--- config.mk ---
export PLATFORM = sky130hd
export DESIGN_NAME = virtual_cpu_if_hyp_control
export DESIGN_NICKNAME = d
export VERILOG_FILES = /design/src/rtl/vcpu_hyp_pkg.sv /design/src/rtl/access_check.sv /design/src/rtl/virtual_cpu_if_hyp_control.sv
export SDC_FILE = /design/constraint.sdc
export NUM_CORES = 1
export LEC_CHECK = 0
export BUFFER_PORTS_ARGS = -buffer_cell sky130_fd_sc_hd__buf_2
export CAP_MARGIN = 20
export CELL_PAD_IN_SITES_DETAIL_PLACEMENT = 2
export CELL_PAD_IN_SITES_GLOBAL_PLACEMENT = 2
export CORE_MARGIN = 10
export CORE_UTILIZATION = 35
export DETAILED_ROUTE_END_ITERATION = 10
export PLACE_DENSITY_LB_ADDON = 0.1
export RECOVER_POWER = 50
export SLEW_MARGIN = 20
export SYNTH_ARGS = -nofsm -noshare
export SYNTH_HDL_FRONTEND = slang
export SYNTH_SLANG_ARGS = --single-unit
--- constraint.sdc ---
create_clock -name clk -period 11.6 [get_ports clk]
set_input_delay 0.58 -clock clk [delete_from_list [all_inputs] [get_ports clk]]
set_output_delay 0.58 -clock clk [all_outputs]
set_load 0.05 [all_outputs]
--- src/rtl/vcpu_hyp_pkg.sv ---
package vcpu_hyp_pkg;
   localparam int NUM_LR = 16;
   localparam int ID_W   = 32;

   // system register encoding space
   localparam logic [3:0] COPROC_SYS = 4'hF;
   localparam logic [2:0] OPC1_HYP   = 3'h4;
   localparam logic [3:0] CRN_HYP    = 4'hC;
   localparam logic [3:0] CRM_AP1    = 4'h9;
   localparam logic [3:0] CRM_CTL    = 4'hB;
   localparam logic [2:0] OPC2_HCR   = 3'h0;
   localparam logic [2:0] OPC2_VTR   = 3'h1;
   localparam logic [2:0] OPC2_EISR  = 3'h3;
   localparam logic [2:0] OPC2_ELRSR = 3'h5;

   // exception levels and trap syndrome
   localparam logic [1:0] EL0 = 2'h0;
   localparam logic [1:0] EL1 = 2'h1;
   localparam logic [1:0] EL2 = 2'h2;
   localparam logic [1:0] EL3 = 2'h3;
   localparam logic [5:0] TRAP_CODE = 6'h03;

   // list entry states
   localparam logic [1:0] ST_INACTIVE = 2'h0;
   localparam logic [1:0] ST_PENDING  = 2'h1;
   localparam logic [ID_W-1:0] LPI_BASE = 32'h0000_2000;

   // control register fields
   localparam int CNT_LO   = 27;
   localparam int CNT_W    = 5;
   localparam int TRAP_DEACTIVATE_WRITES_BIT = 14;
   localparam int TRAP_LOCAL_SERROR_BIT = 13;
   localparam int TAL1_BIT = 12;
   localparam int TAL0_BIT = 11;
   localparam int TC_BIT   = 10;
   localparam int VSGI_BIT = 8;
   localparam int EN_BIT   = 0;
   localparam int MEN_LO   = 1;
   localparam int MEN_W    = 7;
   localparam logic [31:0] HCR_RESET = 32'h0000_0000;
   localparam logic [31:0] HCR_BASE_MASK = 32'hF800_1CFF;

   // type info field
   localparam int VTR_PRE_LO = 26;
   localparam int VTR_PRE_W  = 3;

   // guest access classes
   localparam logic [2:0] GCLS_G0     = 3'h0;
   localparam logic [2:0] GCLS_G1     = 3'h1;
   localparam logic [2:0] GCLS_COMMON = 3'h2;
   localparam logic [2:0] GCLS_VDIR   = 3'h3;
   localparam logic [2:0] GCLS_PDIR   = 3'h4;

   typedef struct packed {
      logic       write;
      logic [3:0] coproc;
      logic [2:0] opc1;
      logic [3:0] crn;
      logic [3:0] crm;
      logic [2:0] opc2;
      logic [31:0] wdata;
   } sysreg_req_t;

   typedef struct packed {
      logic [1:0] state;
      logic       hardware_backed;
      logic       maint_on_deact;
   } lr_ctl_t;

   typedef struct packed {
      logic            eoi_wr;
      logic            dir_wr;
      logic            eoi_mode;
      logic [ID_W-1:0] intid;
      logic            entry_found;
      logic            is_vsgi;
      logic            ap_cleared;
   } deact_evt_t;
endpackage

--- src/rtl/access_check.sv ---
module access_check (
   // requester state
   input  wire logic [1:0] el,
   input  wire logic       el2_enabled,
   input  wire logic       hyp_trap_group12,
   input  wire logic       el2_sre_en,
   input  wire logic       el3_sre_en,
   // verdict
   output logic            allow,
   output logic            trap,
   output logic            undef
);
   always_comb begin
      allow = 1'b0;
      trap  = 1'b0;
      unique case (el)
         vcpu_hyp_pkg::EL0: allow = 1'b0;
         vcpu_hyp_pkg::EL1: trap = el2_enabled && hyp_trap_group12;
         vcpu_hyp_pkg::EL2: allow = el2_sre_en;
         vcpu_hyp_pkg::EL3: allow = el3_sre_en;
      endcase
      undef = !allow && !trap;
   end
endmodule

--- src/rtl/virtual_cpu_if_hyp_control.sv ---
// Behaviour
// RULE1 - group1_active_prio index 1 needs 6 preemption bits, 2 and 3 need 7.
// RULE2 - type info register reports preempt_bit_count so software finds present indices.
// RULE3 - software restores group 0 active priorities before any group 1 ones.
// RULE4 - group1_active_prio reached at 15/4/12/9 with opc2 = 0 and index.
// RULE5 - lowest level undefined; guest kernel traps code 0x03 if enabled, else undefined.
// RULE6 - hypervisor or monitor access undefined when its register enable is clear.
// RULE7 - deact_maint_status has one bit per list entry; upper half reads zero.
// RULE8 - maint bit set when entry inactive, not hardware backed, maint_on_deact set.
// RULE9 - deact_maint_status read at 15/4/12/11 with opc2 3.
// RULE10 - empty bit set when inactive and hardware backed or no maint_on_deact.
// RULE11 - empty_entry_status read at 15/4/12/11 with opc2 5.
// RULE12 - deact_overflow_counter counts missed deactivations of non-LPI identifiers.
// RULE13 - end-of-interrupt clearing no active priority may or may not count.
// RULE14 - trap_deactivate_writes traps guest deactivate writes to the hypervisor.
// RULE15 - trap_local_serror sends local system errors to the hypervisor.
// RULE16 - trap_group1_all traps all guest group 1 register accesses.
// RULE17 - trap_group0_all traps all guest group 0 register accesses.
// RULE18 - trap_shared_regs traps guest accesses to registers common to both groups.
// RULE19 - vsgi_deact_count_inhibit stops virtual SGI deactivations counting.
// RULE20 - bit 0 enables the virtual interface; clear blocks maintenance and virtual signalling.
// RULE21 - state 0b01 means pending; no-pending holds while no entry is pending.
// RULE22 - status vectors follow the list entry fields combinationally.
module virtual_cpu_if_hyp_control #(
   parameter int PREEMPT_BITS = 7,
   parameter bit TRAP_DEACTIVATE_WRITES_SUP     = 1'b1,
   parameter bit SERROR_SUPPORT_FLAG_SUP     = 1'b1,
   parameter bit V41_SUP      = 1'b1
) (
   // clock and reset
   input  wire logic                     clk,
   input  wire logic                     nrst,
   // system register access
   input  wire logic                     req_valid,
   input  wire vcpu_hyp_pkg::sysreg_req_t req,
   input  wire logic [1:0]               req_el,
   input  wire logic                     el2_enabled,
   input  wire logic                     hyp_trap_group12,
   input  wire logic                     el2_sre_en,
   input  wire logic                     el3_sre_en,
   output logic                          resp_valid_ff,
   output logic                          resp_undef_ff,
   output logic                          resp_trap_ff,
   output logic [5:0]                    resp_code_ff,
   output logic [31:0]                   resp_rdata_ff,
   // list entry control fields
   input  wire vcpu_hyp_pkg::lr_ctl_t [vcpu_hyp_pkg::NUM_LR-1:0] lr_ctl,
   // deactivation events
   input  wire vcpu_hyp_pkg::deact_evt_t deact_evt,
   // guest accesses to interrupt registers
   input  wire logic                     guest_valid,
   input  wire logic                     guest_nsel1,
   input  wire logic                     guest_write,
   input  wire logic [2:0]               guest_class,
   output logic                          guest_trap_ff,
   // local system errors
   input  wire logic                     local_serror,
   output logic                          serror_el2_ff,
   output logic                          serror_el1_ff,
   // control state
   output logic                          vif_enable_ff,
   output logic [vcpu_hyp_pkg::MEN_W-1:0] maint_en_ff,
   output logic                          no_pending_ff,
   output logic                          deact_count_nz_ff
);
   localparam int N = vcpu_hyp_pkg::NUM_LR;
   localparam int CHI = vcpu_hyp_pkg::CNT_LO + vcpu_hyp_pkg::CNT_W - 1;
   localparam int MHI = vcpu_hyp_pkg::MEN_LO + vcpu_hyp_pkg::MEN_W - 1;
   // optional trap and inhibit bits become writable only when supported
   localparam logic [31:0] HCR_WMASK = vcpu_hyp_pkg::HCR_BASE_MASK
      | (32'(TRAP_DEACTIVATE_WRITES_SUP) << vcpu_hyp_pkg::TRAP_DEACTIVATE_WRITES_BIT)
      | (32'(SERROR_SUPPORT_FLAG_SUP) << vcpu_hyp_pkg::TRAP_LOCAL_SERROR_BIT)
      | (32'(V41_SUP) << vcpu_hyp_pkg::VSGI_BIT);

   logic [31:0]  hcr_ff;
   logic [31:0]  ap1_ff [4];
   logic [N-1:0] maint_vec;
   logic [N-1:0] empty_vec;
   logic [N-1:0] pend_vec;
   logic         acc_allow;
   logic         acc_trap;
   logic         acc_undef;
   logic         hit_ap1;
   logic         hit_hcr;
   logic         hit_ro;
   logic [31:0]  rd_mux;
   logic         cnt_inc;
   logic         hcr_wr;
   logic         guest_trap;

   // RULE1
   function automatic logic ap_present(input logic [1:0] idx);
      ap_present = (idx == 2'h0) || (idx == 2'h1 && PREEMPT_BITS >= 6) || (PREEMPT_BITS >= 7);
   endfunction

   function automatic logic in_hyp_space(input vcpu_hyp_pkg::sysreg_req_t r);
      in_hyp_space = r.coproc == vcpu_hyp_pkg::COPROC_SYS && r.opc1 == vcpu_hyp_pkg::OPC1_HYP
                     && r.crn == vcpu_hyp_pkg::CRN_HYP;
   endfunction

   access_check u_check (
      .el               (req_el),
      .el2_enabled      (el2_enabled),
      .hyp_trap_group12 (hyp_trap_group12),
      .el2_sre_en       (el2_sre_en),
      .el3_sre_en       (el3_sre_en),
      .allow            (acc_allow),
      .trap             (acc_trap),
      .undef            (acc_undef)
   );

   // RULE22
   genvar g;
   generate
      for (g = 0; g < N; g++) begin : g_status
         wire idle = lr_ctl[g].state == vcpu_hyp_pkg::ST_INACTIVE;
         assign maint_vec[g] = idle && !lr_ctl[g].hardware_backed
                               && lr_ctl[g].maint_on_deact; // RULE8
         assign empty_vec[g] = idle && (lr_ctl[g].hardware_backed
                               || !lr_ctl[g].maint_on_deact); // RULE10
         assign pend_vec[g]  = lr_ctl[g].state == vcpu_hyp_pkg::ST_PENDING; // RULE21
      end
   endgenerate

   // decode and read mux
   always_comb begin
      hit_ap1 = in_hyp_space(req) && req.crm == vcpu_hyp_pkg::CRM_AP1
                && !req.opc2[2] && ap_present(req.opc2[1:0]); // RULE4 RULE1
      hit_hcr = in_hyp_space(req) && req.crm == vcpu_hyp_pkg::CRM_CTL
                && req.opc2 == vcpu_hyp_pkg::OPC2_HCR;
      hit_ro  = 1'b0;
      rd_mux  = 32'h0000_0000;
      if (hit_ap1) begin
         rd_mux = ap1_ff[req.opc2[1:0]];
      end else if (hit_hcr) begin
         rd_mux = hcr_ff;
      end else if (in_hyp_space(req) && req.crm == vcpu_hyp_pkg::CRM_CTL) begin
         hit_ro = !req.write;
         unique case (req.opc2)
            vcpu_hyp_pkg::OPC2_VTR: begin
               rd_mux[vcpu_hyp_pkg::VTR_PRE_LO +: vcpu_hyp_pkg::VTR_PRE_W] =
                  vcpu_hyp_pkg::VTR_PRE_W'(PREEMPT_BITS - 1); // RULE2
            end
            vcpu_hyp_pkg::OPC2_EISR: rd_mux[N-1:0] = maint_vec; // RULE9 RULE7
            vcpu_hyp_pkg::OPC2_ELRSR: rd_mux[N-1:0] = empty_vec; // RULE11 RULE10
            default: hit_ro = 1'b0;
         endcase
      end
   end

   // unmapped encodings and absent indices answer undefined
   always_ff @(posedge clk) begin
      if (!nrst) begin
         resp_valid_ff <= 1'b0;
         resp_undef_ff <= 1'b0;
         resp_trap_ff  <= 1'b0;
         resp_code_ff  <= 6'h00;
         resp_rdata_ff <= 32'h0000_0000;
      end else begin
         resp_valid_ff <= req_valid;
         if (req_valid) begin
            resp_trap_ff  <= acc_trap; // RULE5
            resp_code_ff  <= acc_trap ? vcpu_hyp_pkg::TRAP_CODE : 6'h00; // RULE5
            resp_undef_ff <= acc_undef || (acc_allow && !(hit_ap1 || hit_hcr || hit_ro)); // RULE6
            resp_rdata_ff <= (acc_allow && !req.write) ? rd_mux : 32'h0000_0000; // RULE6
         end
      end
   end

   // group 1 active priorities; restore ordering against group 0 is software's job
   always_ff @(posedge clk) begin
      if (!nrst) begin
         for (int i = 0; i < 4; i++) begin
            ap1_ff[i] <= 32'h0000_0000;
         end
      end else if (req_valid && req.write && acc_allow && hit_ap1) begin
         ap1_ff[req.opc2[1:0]] <= req.wdata; // RULE4
      end
   end

   // missed deactivation; the no-clear case counts too, which keeps the logic simple
   always_comb begin
      cnt_inc = ((deact_evt.eoi_wr && !deact_evt.eoi_mode)
                 || (deact_evt.dir_wr && deact_evt.eoi_mode))
                && deact_evt.intid < vcpu_hyp_pkg::LPI_BASE
                && !deact_evt.entry_found; // RULE12 RULE13
      if (deact_evt.is_vsgi && hcr_ff[vcpu_hyp_pkg::VSGI_BIT]) begin
         cnt_inc = 1'b0; // RULE19
      end
      hcr_wr = req_valid && req.write && acc_allow && hit_hcr;
   end

   // a write and an increment together: the written count plus one
   always_ff @(posedge clk) begin
      if (!nrst) begin
         hcr_ff <= vcpu_hyp_pkg::HCR_RESET; // RULE14 RULE15 RULE16 RULE17 RULE19
      end else begin
         logic [31:0] base;
         base = hcr_wr ? (req.wdata & HCR_WMASK) : hcr_ff;
         if (cnt_inc) begin
            base[CHI:vcpu_hyp_pkg::CNT_LO] = base[CHI:vcpu_hyp_pkg::CNT_LO] + 5'h01; // RULE12
         end
         hcr_ff <= base;
      end
   end

   // guest access traps
   always_comb begin
      guest_trap = 1'b0;
      unique case (guest_class)
         vcpu_hyp_pkg::GCLS_G0: guest_trap = hcr_ff[vcpu_hyp_pkg::TAL0_BIT]; // RULE17
         vcpu_hyp_pkg::GCLS_G1: guest_trap = hcr_ff[vcpu_hyp_pkg::TAL1_BIT]; // RULE16
         vcpu_hyp_pkg::GCLS_COMMON: guest_trap = hcr_ff[vcpu_hyp_pkg::TC_BIT]; // RULE18
         vcpu_hyp_pkg::GCLS_VDIR, vcpu_hyp_pkg::GCLS_PDIR: begin
            guest_trap = hcr_ff[vcpu_hyp_pkg::TC_BIT]
                         || (guest_write && hcr_ff[vcpu_hyp_pkg::TRAP_DEACTIVATE_WRITES_BIT]); // RULE14 RULE18
         end
         default: guest_trap = 1'b0;
      endcase
   end

   always_ff @(posedge clk) begin
      if (!nrst) begin
         guest_trap_ff <= 1'b0;
      end else begin
         guest_trap_ff <= guest_valid && guest_nsel1 && guest_trap;
      end
   end

   always_ff @(posedge clk) begin
      if (!nrst) begin
         serror_el2_ff <= 1'b0;
         serror_el1_ff <= 1'b0;
      end else begin
         serror_el2_ff <= local_serror && hcr_ff[vcpu_hyp_pkg::TRAP_LOCAL_SERROR_BIT]; // RULE15
         serror_el1_ff <= local_serror && !hcr_ff[vcpu_hyp_pkg::TRAP_LOCAL_SERROR_BIT]; // RULE15
      end
   end

   // maintenance enables are gated by the global enable; the no-pending and count flags are not
   always_ff @(posedge clk) begin
      if (!nrst) begin
         vif_enable_ff     <= 1'b0;
         maint_en_ff       <= '0;
         no_pending_ff     <= 1'b0;
         deact_count_nz_ff <= 1'b0;
      end else begin
         vif_enable_ff     <= hcr_ff[vcpu_hyp_pkg::EN_BIT]; // RULE20
         maint_en_ff       <= hcr_ff[vcpu_hyp_pkg::EN_BIT]
                              ? hcr_ff[MHI:vcpu_hyp_pkg::MEN_LO] : '0; // RULE20
         no_pending_ff     <= ~|pend_vec; // RULE21
         deact_count_nz_ff <= |hcr_ff[CHI:vcpu_hyp_pkg::CNT_LO];
      end
   end

   a_undef_low_el: assert property (@(posedge clk) disable iff (!nrst) // RULE5
      req_valid && req_el == vcpu_hyp_pkg::EL0 |=> resp_valid_ff && resp_undef_ff)
      else $error("lowest level access not undefined");
   a_trap_code_val: assert property (@(posedge clk) disable iff (!nrst) // RULE5
      req_valid && req_el == vcpu_hyp_pkg::EL1 && el2_enabled && hyp_trap_group12
      |=> resp_trap_ff && resp_code_ff == 6'h03 && !resp_undef_ff)
      else $error("guest kernel trap wrong");
   a_sre_undef: assert property (@(posedge clk) disable iff (!nrst) // RULE6
      req_valid && req_el == vcpu_hyp_pkg::EL2 && !el2_sre_en |=> resp_undef_ff)
      else $error("hypervisor access without enable not undefined");
   a_ap_absent: assert property (@(posedge clk) disable iff (!nrst) // RULE1
      req_valid && in_hyp_space(req) && req.crm == vcpu_hyp_pkg::CRM_AP1
      && req.opc2 == 3'h3 && PREEMPT_BITS < 7 |=> resp_undef_ff)
      else $error("absent index accepted");
   a_maint_read: assert property (@(posedge clk) disable iff (!nrst) // RULE9
      req_valid && !req.write && acc_allow && in_hyp_space(req)
      && req.crm == vcpu_hyp_pkg::CRM_CTL && req.opc2 == vcpu_hyp_pkg::OPC2_EISR
      |=> resp_rdata_ff == {16'h0000, $past(maint_vec)} && !resp_undef_ff)
      else $error("maintenance status read wrong");
   a_empty_excl: assert property (@(posedge clk) disable iff (!nrst) // RULE10
      (maint_vec & empty_vec) == '0)
      else $error("entry both empty and awaiting maintenance");
   a_count_inc: assert property (@(posedge clk) disable iff (!nrst) // RULE12
      cnt_inc && !hcr_wr |=> hcr_ff[CHI:vcpu_hyp_pkg::CNT_LO]
      == $past(hcr_ff[CHI:vcpu_hyp_pkg::CNT_LO]) + 5'h01)
      else $error("overflow counter did not step");
   a_count_hold: assert property (@(posedge clk) disable iff (!nrst) // RULE19
      !cnt_inc && !hcr_wr |=> $stable(hcr_ff))
      else $error("control register changed spontaneously");
   a_guest_g1: assert property (@(posedge clk) disable iff (!nrst) // RULE16
      guest_valid && guest_nsel1 && guest_class == vcpu_hyp_pkg::GCLS_G1
      |=> guest_trap_ff == $past(hcr_ff[vcpu_hyp_pkg::TAL1_BIT]))
      else $error("group 1 guest trap wrong");
   a_serror_route: assert property (@(posedge clk) disable iff (!nrst) // RULE15
      local_serror |=> serror_el2_ff != serror_el1_ff)
      else $error("local system error misrouted");
   a_vif_gate: assert property (@(posedge clk) disable iff (!nrst) // RULE20
      !vif_enable_ff |-> maint_en_ff == '0)
      else $error("maintenance enabled while interface off");
   a_guest_g0: assert property (@(posedge clk) disable iff (!nrst) // RULE17
      guest_valid && guest_nsel1 && guest_class == vcpu_hyp_pkg::GCLS_G0
      |=> guest_trap_ff == $past(hcr_ff[vcpu_hyp_pkg::TAL0_BIT]))
      else $error("group 0 guest trap wrong");
   a_guest_common: assert property (@(posedge clk) disable iff (!nrst) // RULE18
      guest_valid && guest_nsel1 && guest_class == vcpu_hyp_pkg::GCLS_COMMON
      |=> guest_trap_ff == $past(hcr_ff[vcpu_hyp_pkg::TC_BIT]))
      else $error("common register guest trap wrong");
   a_dir_trap: assert property (@(posedge clk) disable iff (!nrst) // RULE14
      guest_valid && guest_nsel1 && guest_write && guest_class == vcpu_hyp_pkg::GCLS_VDIR
      && hcr_ff[vcpu_hyp_pkg::TRAP_DEACTIVATE_WRITES_BIT] |=> guest_trap_ff)
      else $error("virtual deactivate write not trapped");
   a_pend_seen: assert property (@(posedge clk) disable iff (!nrst) // RULE21
      |pend_vec |=> !no_pending_ff)
      else $error("no-pending shown while an entry is pending");
endmodule

==> out/metrics.yaml, run 1 <==
run_status:
  status: "finished, violations left"
  violations: "capacitance limit, slew limit"
drt:
  ant_nets: 0
  avgViaCountPerCell: 5.25
  dr_total_vias: 6932
  drcViolationCount: 0
  drtIter0Drc: 311
  drt_pass1_iterations: 4
  wl_per_cell_um: 23.9
  routed_wl_um: 31600
die:
  start_util_pct: 35.4
  dieWidth_um: 182
  die_h_um: 182
  pin_count: 223
  row_count: 59
  die_area_um2: 33000
  core_um2: 25800
placement:
  dp.cells: 1287
  dp_slack_ps: 7690
  port_buffers: 204
  gp_congestion: 0.745
  dp_hpwl_um: 22100
worst_setup_path:
  cp-end-kind: "flip-flop"
  crit_arrival_ps: 5990
  required_ps: 11890
  cp_slowest_cell: "clkbuf_1"
  path_max_fanout: 66
  criticalPathCategory: "in -> reg"
  crit_family: "simple AND/OR/NAND/NOR gates"
  critPathBufInv: 3
  worstSetupStartpointType: "primary input"
  r2r_cells: 5
  rrSetupSlack_ps: 9750
  cp_slowest_stage_delay_ps: 1930
  cp_cell_sequence: "buf_2, or4b_1, nor4_1, and4_1, clkbuf_1, and3b_1, buf_4, and2_1"
  cp_num_cells: 8
grt:
  grt.total_usage_pct: 19.0
  grt_max_degree: 67
  grt_overflow: 0
  grt_pass1_wl_um: 48600
  grt_pass1_vias: 7706
  antenna_found_initial: 4
run:
  cap_violations: 6
synthesis:
  synth_warnings: 0
  ys_ff_latch: 195
  yosysUniqueCellTypes: 47
  async_flop_share_pct: 0
  ys_seq_area_share_pct: 56.8
  synthesis.area_um2: 9140
  synth_enable_flop_cells: 128
  ys.flop_type: "edfxtp_1"
  synthesis.instances: 792
  synth.avg_cell_area_um2: 11.5
timing:
  skew_ps: 10.2
  final_hold_viol_count: 0
  finalSetupViolCount: 0
  fin_ws_ps: 5910
  fmax_mhz: 176
  maxSlewViolCount: 197
  fin_crit_sh_pct: 49.1
  fin_tns_setup_ps: 0
  worstMarginPinSlew_ps: 2720
  slew_headroom_pct: -81.6
  period_needed_ps: 5690
  rsz0062_at_grt: "no"
clocking:
  cts_buffers: 17
  htree_levels: 4
  cts_root_buf: "clkbuf_16"
  cts.sinks: 195
  path_clk_slew_ps: 70
  hold_buffers: 0
  cts_setup_buffers: 0
  insertion_delay_ps: 440
  cts_tree: "built"
  cts_max_path_buffers: 2
  cts_resized: 0
power:
  p_seq_share_pct: 52.1
  clkPwrFrac_pct: 39.6
  power_frac_comb_pct: 8.3
  leakage_uw: 0.00417
  switching_share_pct: 23.8
  power_density_nw_per_um2: 135
  vdd_drop_max_mv: 0.110
  p_switching_uw: 351
  p_int_uw: 1120
cells_and_area:
  instances_no_fill: 1320
  n_fill_cell: 2773
  layout-drive-gt1-share_pct: 23.3
  final_net_count: 1140
  area_delta_synth_final_pct: 19.4
min_path:
  holdPathStages: 3
  timing.hold.worst.class: "in -> reg"
path summary, 6_finish.rpt:
check | from | endpoint
setup / recovery | req[43] | ap1_ff[1][12]
hold / removal | local_serror | serror_el1_ff
setup reg to reg | hcr_ff[8] | hcr_ff[28]
hold reg to reg | resp_rdata_ff[15] | resp_rdata_ff[15]
synthesized netlist by cell type (all sizes together), types with 2 or more instances:
master  count  area, µm²
and3b       4       35.0
nor2       13       48.8
and3       42        263
buf        15       93.8
a22o        3       26.3
xnor2       8       70.1
and2       98        613
nand4       9       56.3
or4b        2       23.8
nor4       16        115
a21o        3       22.5
nor3       19       95.1
or2         2       12.5
edfxtp    128       3840
o41ai       2       17.5
nand2      82        308
a22oi      16        120
mux2i      20        200
o22ai       8       50.1
inv        22       82.6
nand3       8       40.0
o21ai      35        175
nand2b     43        269
clkbuf     44        166
or4         4       33.8
nor4b       2       17.5
a221oi      3       26.3
mux4       32        721
dfxtp      67       1340
a21oi      31        155
a211oi      2       27.5
nand4b      2       17.5
nor2b       2       12.5
final cells by class:
cell class              instances  area [µm²]  area share, %
flip-flops and latches        195        5180           47.6
clock inverters                11        86.3          0.792
diodes                          1        2.50         0.0229
multi-input cells             519        3610           33.1
inverters                      22        82.6          0.757
clock buffers                  21         483           4.43
well taps                     335         419           3.84
repair buffers                216        1030           9.45
state kept, by name, indices dropped and copies added, names as in the netlist:
name	cells
ap1_ff	128
resp_rdata_ff	32
hcr_ff	19
maint_en_ff	7
deact_count_nz_ff	1
guest_trap_ff	1
no_pending_ff	1
resp_code_ff	1
resp_undef_ff	1
resp_valid_ff	1
serror_el1_ff	1
serror_el2_ff	1
vif_enable_ff	1
through the flow:
step	power, µW	utilization [%]	instance area [µm²]	hold WS [ps]
after detailed placement	908	40.4	10400	439
after global routing	1530	42.2	10900	397
after CTS	1490	42.6	11000	403
final	1470	42.2	10900	416
after global placement	904	40.4	10400	431
after floorplan	845	-	9150	422
cells by family after synthesis:
logic type	Yosys count	synth area share (%)
DFF	195	56.8
muxes	52	10.1
other	1	0.0410
and+or+nand+nor	349	21.6
AOI/OAI and AO/OA	106	7.05
xor gates and xnor gates	8	0.767
buffers and inverters	81	3.75
power groups by stage:
stage | combinational, µW | clock, µW | sequential (µW)
6_report | 123 | 584 | 767
5_1_grt | 134 | 627 | 770
4_1_cts | 126 | 598 | 767
3_5_place_dp | 125 | 0 | 783
3_3_place_gp | 123 | 0 | 781
2_1_floorplan | 61.6 | 0 | 784
metal layers:
metal | part of all wire, % | vias up | GRT usage, %
met4 | 0.57 | 4 | 3.42
li1 | - | 3224 | -
met5 | 0.11 | - | 0
met1 | 46 | 3495 | 24.6
met3 | 5.4 | 14 | 4.95
met2 | 48 | 195 | 31.5
layout by cell type (no fill, tap or decap), types with 2 or more instances in the layout:
cell,n
buf_2,152
edfxtp_1,128
nand2_1,82
and2_1,77
dfxtp_1,67
clkbuf_1,58
nand2b_1,43
and3_1,42
mux4_2,32
a21oi_1,31
inv_1,23
and2_0,21
o21ai_0,21
mux2i_1,20
nor3_1,19
clkbuf_16,19
nor4_1,16
a22oi_1,16
nor2_1,12
o21ai_1,11
nand4_1,9
nand3_1,8
xnor2_1,8
o22ai_1,8
buf_4,8
and3b_1,4
conb_1,4
inv_4,4
o21ai_2,3
a22o_1,3
a21o_1,3
a221oi_1,3
or4_1,3
inv_6,3
nand4b_1,2
o41ai_1,2
nor2b_1,2
nor4b_1,2
worst min-delay path: cells and delay by family:
family        cells  cell delay [ps]
buf+inv           1              130
simple gates      2              100
(Power assumes the default switching activity.)
==> inputs of run 2 (changes only) <==
--- a/config.mk
+++ b/config.mk
@@ -10,7 +10,7 @@
 export CELL_PAD_IN_SITES_DETAIL_PLACEMENT = 2
 export CELL_PAD_IN_SITES_GLOBAL_PLACEMENT = 2
 export CORE_MARGIN = 10
-export CORE_UTILIZATION = 35
+export CORE_UTILIZATION = 34
 export DETAILED_ROUTE_END_ITERATION = 10
 export PLACE_DENSITY_LB_ADDON = 0.1
 export RECOVER_POWER = 50
==> constraint.sdc (replaced) <==
create_clock -name clk -period 5.49 [get_ports clk]
set_input_delay 0.2745 -clock clk [delete_from_list [all_inputs] [get_ports clk]]
set_output_delay 0.2745 -clock clk [all_outputs]
set_load 0.05 [all_outputs]
==> run 2 against run 1 <==
Against the previous run:
- the run still ends with capacitance limit, slew limit left
- clock power up 110%
- total power increased by 110%
- setup slack worse by 4300 ps
- largest cell class unchanged
==> out/metrics.yaml, run 2 (synthesis gave the netlist of run 1 again) <==
grt:
  grt.total_usage_pct: 18.4  # -0.54 points
  grt_overflow: 0  # unchanged
  grt-busiest-layer: "met2"
  grt_use_met2_pct: 30.5  # -1.0 points
  grt_max_degree: 46  # -31%
  grt_pass1_vias: 7636  # -0.91%
  use_met1_pct: 23.7  # -0.90 points
  use_met3_pct: 4.84  # -0.11 points
  antenna_found_initial: 4  # unchanged
  grt_pass1_wl_um: 47600  # -2.1%
worst_setup_path:
  rr_endpoint: "hcr_ff[28]"
  r2r_cells: 5  # unchanged
  criticalPathCategory: "in -> reg"
  worstSetupEndpoint: "ap1_ff[1][20]"
  r2r_start: "hcr_ff[8]"
  cp_slowest_stage_delay_ps: 980  # -950 ps
  crit_arrival_ps: 4170  # -1820 ps
  cp-startpoint: "req[43]"
  cp-end-kind: "flip-flop"
  path_max_fanout: 27  # -59%
  cp_slowest_cell: "and4_1"
  rrSetupSlack_ps: 3720  # -6030 ps
  worstSetupStartpointType: "primary input"
  required_ps: 5790  # -6100 ps
  cp_cell_sequence: "clkbuf_1, or4b_1, nor4_1, and4_1, and3b_1, buf_4, and2_1"
clocking:
  hold_buffers: 0  # unchanged
  cts_root_buf: "clkbuf_16"
  cts_resized: 0  # unchanged
  cts_max_path_buffers: 2  # unchanged
  insertion_delay_ps: 440  # about the same
  cts.sinks: 195  # unchanged
  cts_setup_buffers: 0  # unchanged
  cts_tree: "built"
  htree_levels: 4  # unchanged
  path_clk_slew_ps: 70  # about the same
  cts_buffers: 17  # unchanged
placement:
  gp_congestion: 0.766  # +2.7%
  dp.cells: 1287  # unchanged
  dp_hpwl_um: 22300  # +0.85%
  port_buffers: 204  # unchanged
cells_and_area:
  top_register: "ap1_ff"
  utilization_pct: 41.6  # -0.57 points
  layout-drive-gt1-share_pct: 23.4  # +0.10 points
  top_regs: "ap1_ff x128, resp_rdata_ff x32, hcr_ff x19"
  area_delta_synth_final_pct: 19.7
  largest_register_ff_count: 128  # unchanged
  mostFrequentLayoutCells: "buf_2, edfxtp_1, and2_1, nand2_1, dfxtp_1"
  mostFrequentLayoutCell: "buf_2"
  seq_area_um2: 5180  # unchanged
  final_net_count: 1140  # unchanged
  multi_input_area_um2: 3620  # +0.21%
  instances_no_fill: 1321  # +0.076%
  n_fill_cell: 2850  # +2.8%
timing:
  rsz0062_at_grt: "no"
  slew_headroom_pct: -43.1  # +38 points
  fin_crit_sh_pct: 70.5
  fmax_mhz: 259
  fin_tns_setup_ps: 0  # unchanged
  period_needed_ps: 3870
  whs_ps: 82.2  # -334 ps
  finalSetupViolCount: 0  # unchanged
  maxSlewViolCount: 33  # -83%
  final_hold_viol_count: 0  # unchanged
  skew_ps: 12.7  # +2.58 ps
  worstMarginPinSlew_ps: 2150  # -577 ps
die:
  row_count: 59  # unchanged
  start_util_pct: 34.8  # -0.60 points
  die_area_um2: 33800  # +2.6%
  pin_count: 223  # unchanged
  core_um2: 26300  # +1.7%
  die_h_um: 184  # +1.3%
  dieWidth_um: 184  # +1.3%
drt:
  ant_nets: 0  # unchanged
  drcViolationCount: 0  # unchanged
  drt_pass1_iterations: 4  # unchanged
  dr_total_vias: 6951  # +0.27%
  drtIter0Drc: 297  # -4.5%
  wl_per_cell_um: 23.9  # about the same
  routed_wl_um: 31600  # about the same
  avgViaCountPerCell: 5.26  # +0.20%
power:
  leakage_uw: 0.00419  # +0.56%
  vdd_drop_max_mv: 0.198  # +81%
  power_density_nw_per_um2: 286  # +110%
run_status:
  violations: "capacitance limit, slew limit"
  status: "finished, violations left"
run:
  cap_violations: 1  # -5
min_path:
  timing.hold.worst.class: "in -> reg"
run 2: changes by cell type in the layout (fill, tap and decap cells not counted), sizes merged:
cell,delta
buf,+1
bufinv,-1
clkbuf,+3
diode,+1
inv,-3
run 2: through the flow:
stage          worst slack, ps  total power [µW]  area, µm²
4_1_cts                   2160              3170      11000
2_1_floorplan             1400              1790       9150
3_3_place_gp              1820              1910      10400
3_5_place_dp              1780              1920      10400
6_report                  1620              3130      10900
5_1_grt                   1370              3250      10900
run 2: layout make-up:
type,count,area share (%)
sequential,195,47.4
multi-input combinational,519,33.1
timing repair buffer,216,9.48
clock buffer,25,4.87
tap,335,3.83
inverter,22,0.755
clock inverter,7,0.515
antenna,2,0.0457
run 2: worst max-delay path, delay by kind of cell:
kind	cells	cell delay (ps)
AND/OR/NAND/NOR	5	3430
buffers and inverters	2	440
run 2: worst min path at each step:
stage | startpoint | to | slack (ps) | depth (start not counted)
6_report | local_serror | serror_el1_ff | 80 | 3
5_1_grt | local_serror | serror_el2_ff | 80 | 2
4_1_cts | local_serror | serror_el1_ff | 60 | 3
3_5_place_dp | resp_rdata_ff[14] | resp_rdata_ff[14] | 440 | 2
3_3_place_gp | resp_rdata_ff[15] | resp_rdata_ff[15] | 430 | 2
2_1_floorplan | local_serror | serror_el1_ff | 400 | 2
run 2: routing by layer:
| layer | part of all wire, % | vias up |
|---|---|---|
| met1 | 47 | 3509 |
| met4 | 0.75 | 4 |
| met3 | 6.1 | 22 |
| li1 | - | 3218 |
| met5 | 0.10 | - |
| met2 | 46 | 198 |
run 2: where the power goes:
group | switching [µW] | total, µW | internal, µW
registers | 13.5 | 1620 | 1610
logic | 155 | 259 | 103
clock network | 566 | 1250 | 687
==> inputs of run 3 (changes only) <==
--- a/config.mk
+++ b/config.mk
@@ -5,12 +5,13 @@
 export SDC_FILE = /design/constraint.sdc
 export NUM_CORES = 1
 export LEC_CHECK = 0
+export ABC_AREA = 1
 export BUFFER_PORTS_ARGS = -buffer_cell sky130_fd_sc_hd__buf_2
 export CAP_MARGIN = 20
 export CELL_PAD_IN_SITES_DETAIL_PLACEMENT = 2
 export CELL_PAD_IN_SITES_GLOBAL_PLACEMENT = 2
 export CORE_MARGIN = 10
-export CORE_UTILIZATION = 34
+export CORE_UTILIZATION = 29
 export DETAILED_ROUTE_END_ITERATION = 10
 export PLACE_DENSITY_LB_ADDON = 0.1
 export RECOVER_POWER = 50
==> constraint.sdc (replaced) <==
create_clock -name clk -period 3.2 [get_ports clk]
set_input_delay 0.16 -clock clk [delete_from_list [all_inputs] [get_ports clk]]
set_output_delay 0.16 -clock clk [all_outputs]
set_load 0.05 [all_outputs]
==> run 3 against run 2 <==
Against the previous run:
- setup slack worse by 890 ps
- sequential power up 72%
- total power grew 76%
- core utilization is 6.2 points lower
- area after synthesis is 0.44% higher
- clock skew increased by 0.69 ps
- combinational power grew 85%
- sequential share of layout area is 0.84 points lower
- via count rose by 11%
- largest power group unchanged
- the run still ends with capacitance limit, slew limit left
==> out/metrics.yaml, run 3 <==
placement:
  dp.cells: 1566  # +22%
  place_area_um2: 10700  # +2.2%
  dp_slack_ps: 938  # -839 ps
  gp_congestion: 0.793  # +3.6%
  dp_hpwl_um: 25200  # +13%
  port_buffers: 204  # unchanged
power:
  power_frac_comb_pct: 8.7  # +0.4 points
  power_uw: 5520  # +76%
  p_seq_share_pct: 50.4  # -1.3 points
  clkPwrFrac_pct: 40.9  # +0.9 points
  power_density_nw_per_um2: 495  # +73%
  switching_share_pct: 24.6  # +1.2 points
  p_int_uw: 4160  # +73%
  vdd_drop_max_mv: 0.357  # +80%
  p_switching_uw: 1360  # +85%
  leakage_uw: 0.00466  # +11%
timing:
  finalSetupViolCount: 0  # unchanged
  period_needed_ps: 2470
  fmax_mhz: 405
  fin_crit_sh_pct: 77.2
  worstMarginPinSlew_ps: 1840  # -308 ps
  fin_ws_ps: 730  # -892 ps
  skew_ps: 13.4  # +0.694 ps
  rsz0062_at_grt: "no"
  final_hold_viol_count: 0  # unchanged
  fin_tns_setup_ps: 0  # unchanged
  maxSlewViolCount: 35  # +6.1%
  slew_headroom_pct: -22.6  # +21 points
grt:
  grt_pass1_vias: 8100  # +6.1%
  antenna_found_initial: 2  # -2
  grt_overflow: 0  # unchanged
  grt_pass1_wl_um: 51100  # +7.4%
  grt_max_degree: 54  # +17%
  grt.total_usage_pct: 17.1  # -1.3 points
worst_setup_path:
  cp-end-kind: "flip-flop"
  criticalPathCategory: "in -> reg"
  path_max_fanout: 7  # -74%
  worstSetupStartpointType: "primary input"
  required_ps: 3270  # -2520 ps
  crit_arrival_ps: 2540  # -1630 ps
synthesis:
  yosys.area.top_type: "edfxtp_1"
  ys_ff_latch: 195  # unchanged
  ys.flop_type: "edfxtp_1"
  yosysMostFrequentCell: "nor2_1"
  synthesis.area_um2: 9180  # +0.44%
  synthesis.instances: 987  # +25%
  ys_seq_area_share_pct: 56.5  # -0.25 points
  synth.avg_cell_area_um2: 9.30  # -19%
  synth_enable_flop_cells: 128  # unchanged
  async_flop_share_pct: 0  # unchanged
  yosysUniqueCellTypes: 39  # -17%
  yosysTopAreaCellShare_pct: 41.9  # -0.18 points
  synth_warnings: 0  # unchanged
  yosys-top-cells-count: "nor2_1, nand2_1, edfxtp_1"
  yosys-top-cells-area: "edfxtp_1, dfxtp_1, nor2_1"
cells_and_area:
  top_regs: "ap1_ff x128, resp_rdata_ff x32, hcr_ff x19"
  diodes: 0  # -2
  fin_area_um2: 11100  # +1.8%
  mostFrequentLayoutCell: "buf_2"
  mostFrequentLayoutCells: "buf_2, nor2_1, nand2_1, edfxtp_1, inv_1"
  top_register: "ap1_ff"
  largest_register_ff_count: 128  # unchanged
  area_delta_synth_final_pct: 21.4
  final_net_count: 1354  # +19%
  instances_no_fill: 1600  # +21%
  layout-drive-gt1-share_pct: 21.5  # -1.9 points
drt:
  drtIter0Drc: 464  # +56%
  routed_wl_um: 33700  # +6.8%
  drcViolationCount: 0  # unchanged
  wl_per_cell_um: 21.1  # -12%
  drt_pass1_iterations: 5  # +1
  avgViaCountPerCell: 4.84  # -8.0%
  ant_nets: 0  # unchanged
  dr_total_vias: 7747  # +11%
die:
  pin_count: 223  # unchanged
  row_count: 65  # +10%
  core_um2: 31400  # +19%
  die_h_um: 198  # +7.6%
  die_area_um2: 39200  # +16%
  dieWidth_um: 198  # +7.6%
  start_util_pct: 29.2  # -5.5 points
clocking:
  cts.sinks: 195  # unchanged
  cts_setup_buffers: 0  # unchanged
  insertion_delay_ps: 440  # about the same
  cts_tree: "built"
  cts_max_path_buffers: 2  # unchanged
  htree_levels: 4  # unchanged
  cts_buffers: 17  # unchanged
  cts_root_buf: "clkbuf_16"
  path_clk_slew_ps: 80  # about the same
min_path:
  timing.hold.worst.class: "in -> reg"
run_status:
  violations: "capacitance limit, slew limit"
  status: "finished, violations left"
run:
  cap_violations: 1  # unchanged
==> run 3: layer usage <==
metal | up-vias | global-route usage (%) | routed length, µm
met2 | 148 | 26.9 | 15500
met1 | 3851 | 24.0 | 16400
met3 | 22 | 3.56 | 1520
li1 | 3722 | - | -
met5 | - | 0 | 24
met4 | 4 | 3.13 | 275
==> run 3: cell families after synthesis <==
logic type,share of synthesized area (%)
simple gates,23.5
compound gates,11.4
other cells,0.0409
buf+inv,8.56
flops,56.5
==> run 3: power by group through the flow <==
| stage | clock network (µW) | registers, µW | logic (µW) |
|---|---|---|---|
| after floorplan | 0 | 2850 | 224 |
| after global placement | 0 | 2830 | 486 |
| after detailed placement | 0 | 2840 | 494 |
| after CTS | 2300 | 2780 | 498 |
| after global routing | 2400 | 2790 | 533 |
| final | 2260 | 2780 | 479 |
==> run 3: worst paths after layout <==
check,from,to,slack [ps],depth (start not counted)
min,req[18],ap1_ff[3][18],20,3
max reg2reg,hcr_ff[8],hcr_ff[31],1420,10
min reg2reg,hcr_ff[13],serror_el1_ff,450,1
max,req_valid,ap1_ff[2][6],730,9
==> run 3: what timing repair did <==
item	in CTS	in global routing
gates resized for setup	0	0
hold endpoints to repair	4	0
hold buffers	2	0
==> run 3: metrics by stage <==
| stage | hold WS, ps | utilization [%] |
|---|---|---|
| CTS | 8.01 | 36.0 |
| detailed placement | 429 | 34.0 |
| finish | 24.0 | 35.5 |
| floorplan | 253 | - |
| global placement | 414 | 34.0 |
| global route | 28.7 | 35.5 |
==> run 3: cell type report <==
class                   instances  area (µm²)
inverters                     129         484
well taps                     402         503
repair buffers                230        1200
fillers                      3558       20300
multi-input cells             612        3160
clock inverters                14         178
flip-flops and latches        195        5180
clock buffers                  18         429
==> run 3: critical path, stage by stage <==
cell and delay (ps):
dlygate4sd3_1 540, clkbuf_1 240, nand2_1 140, nor2_4 260, inv_1 90, nor2_2 100, inv_1 140, o21ai_0 400
clkbuf_1 460
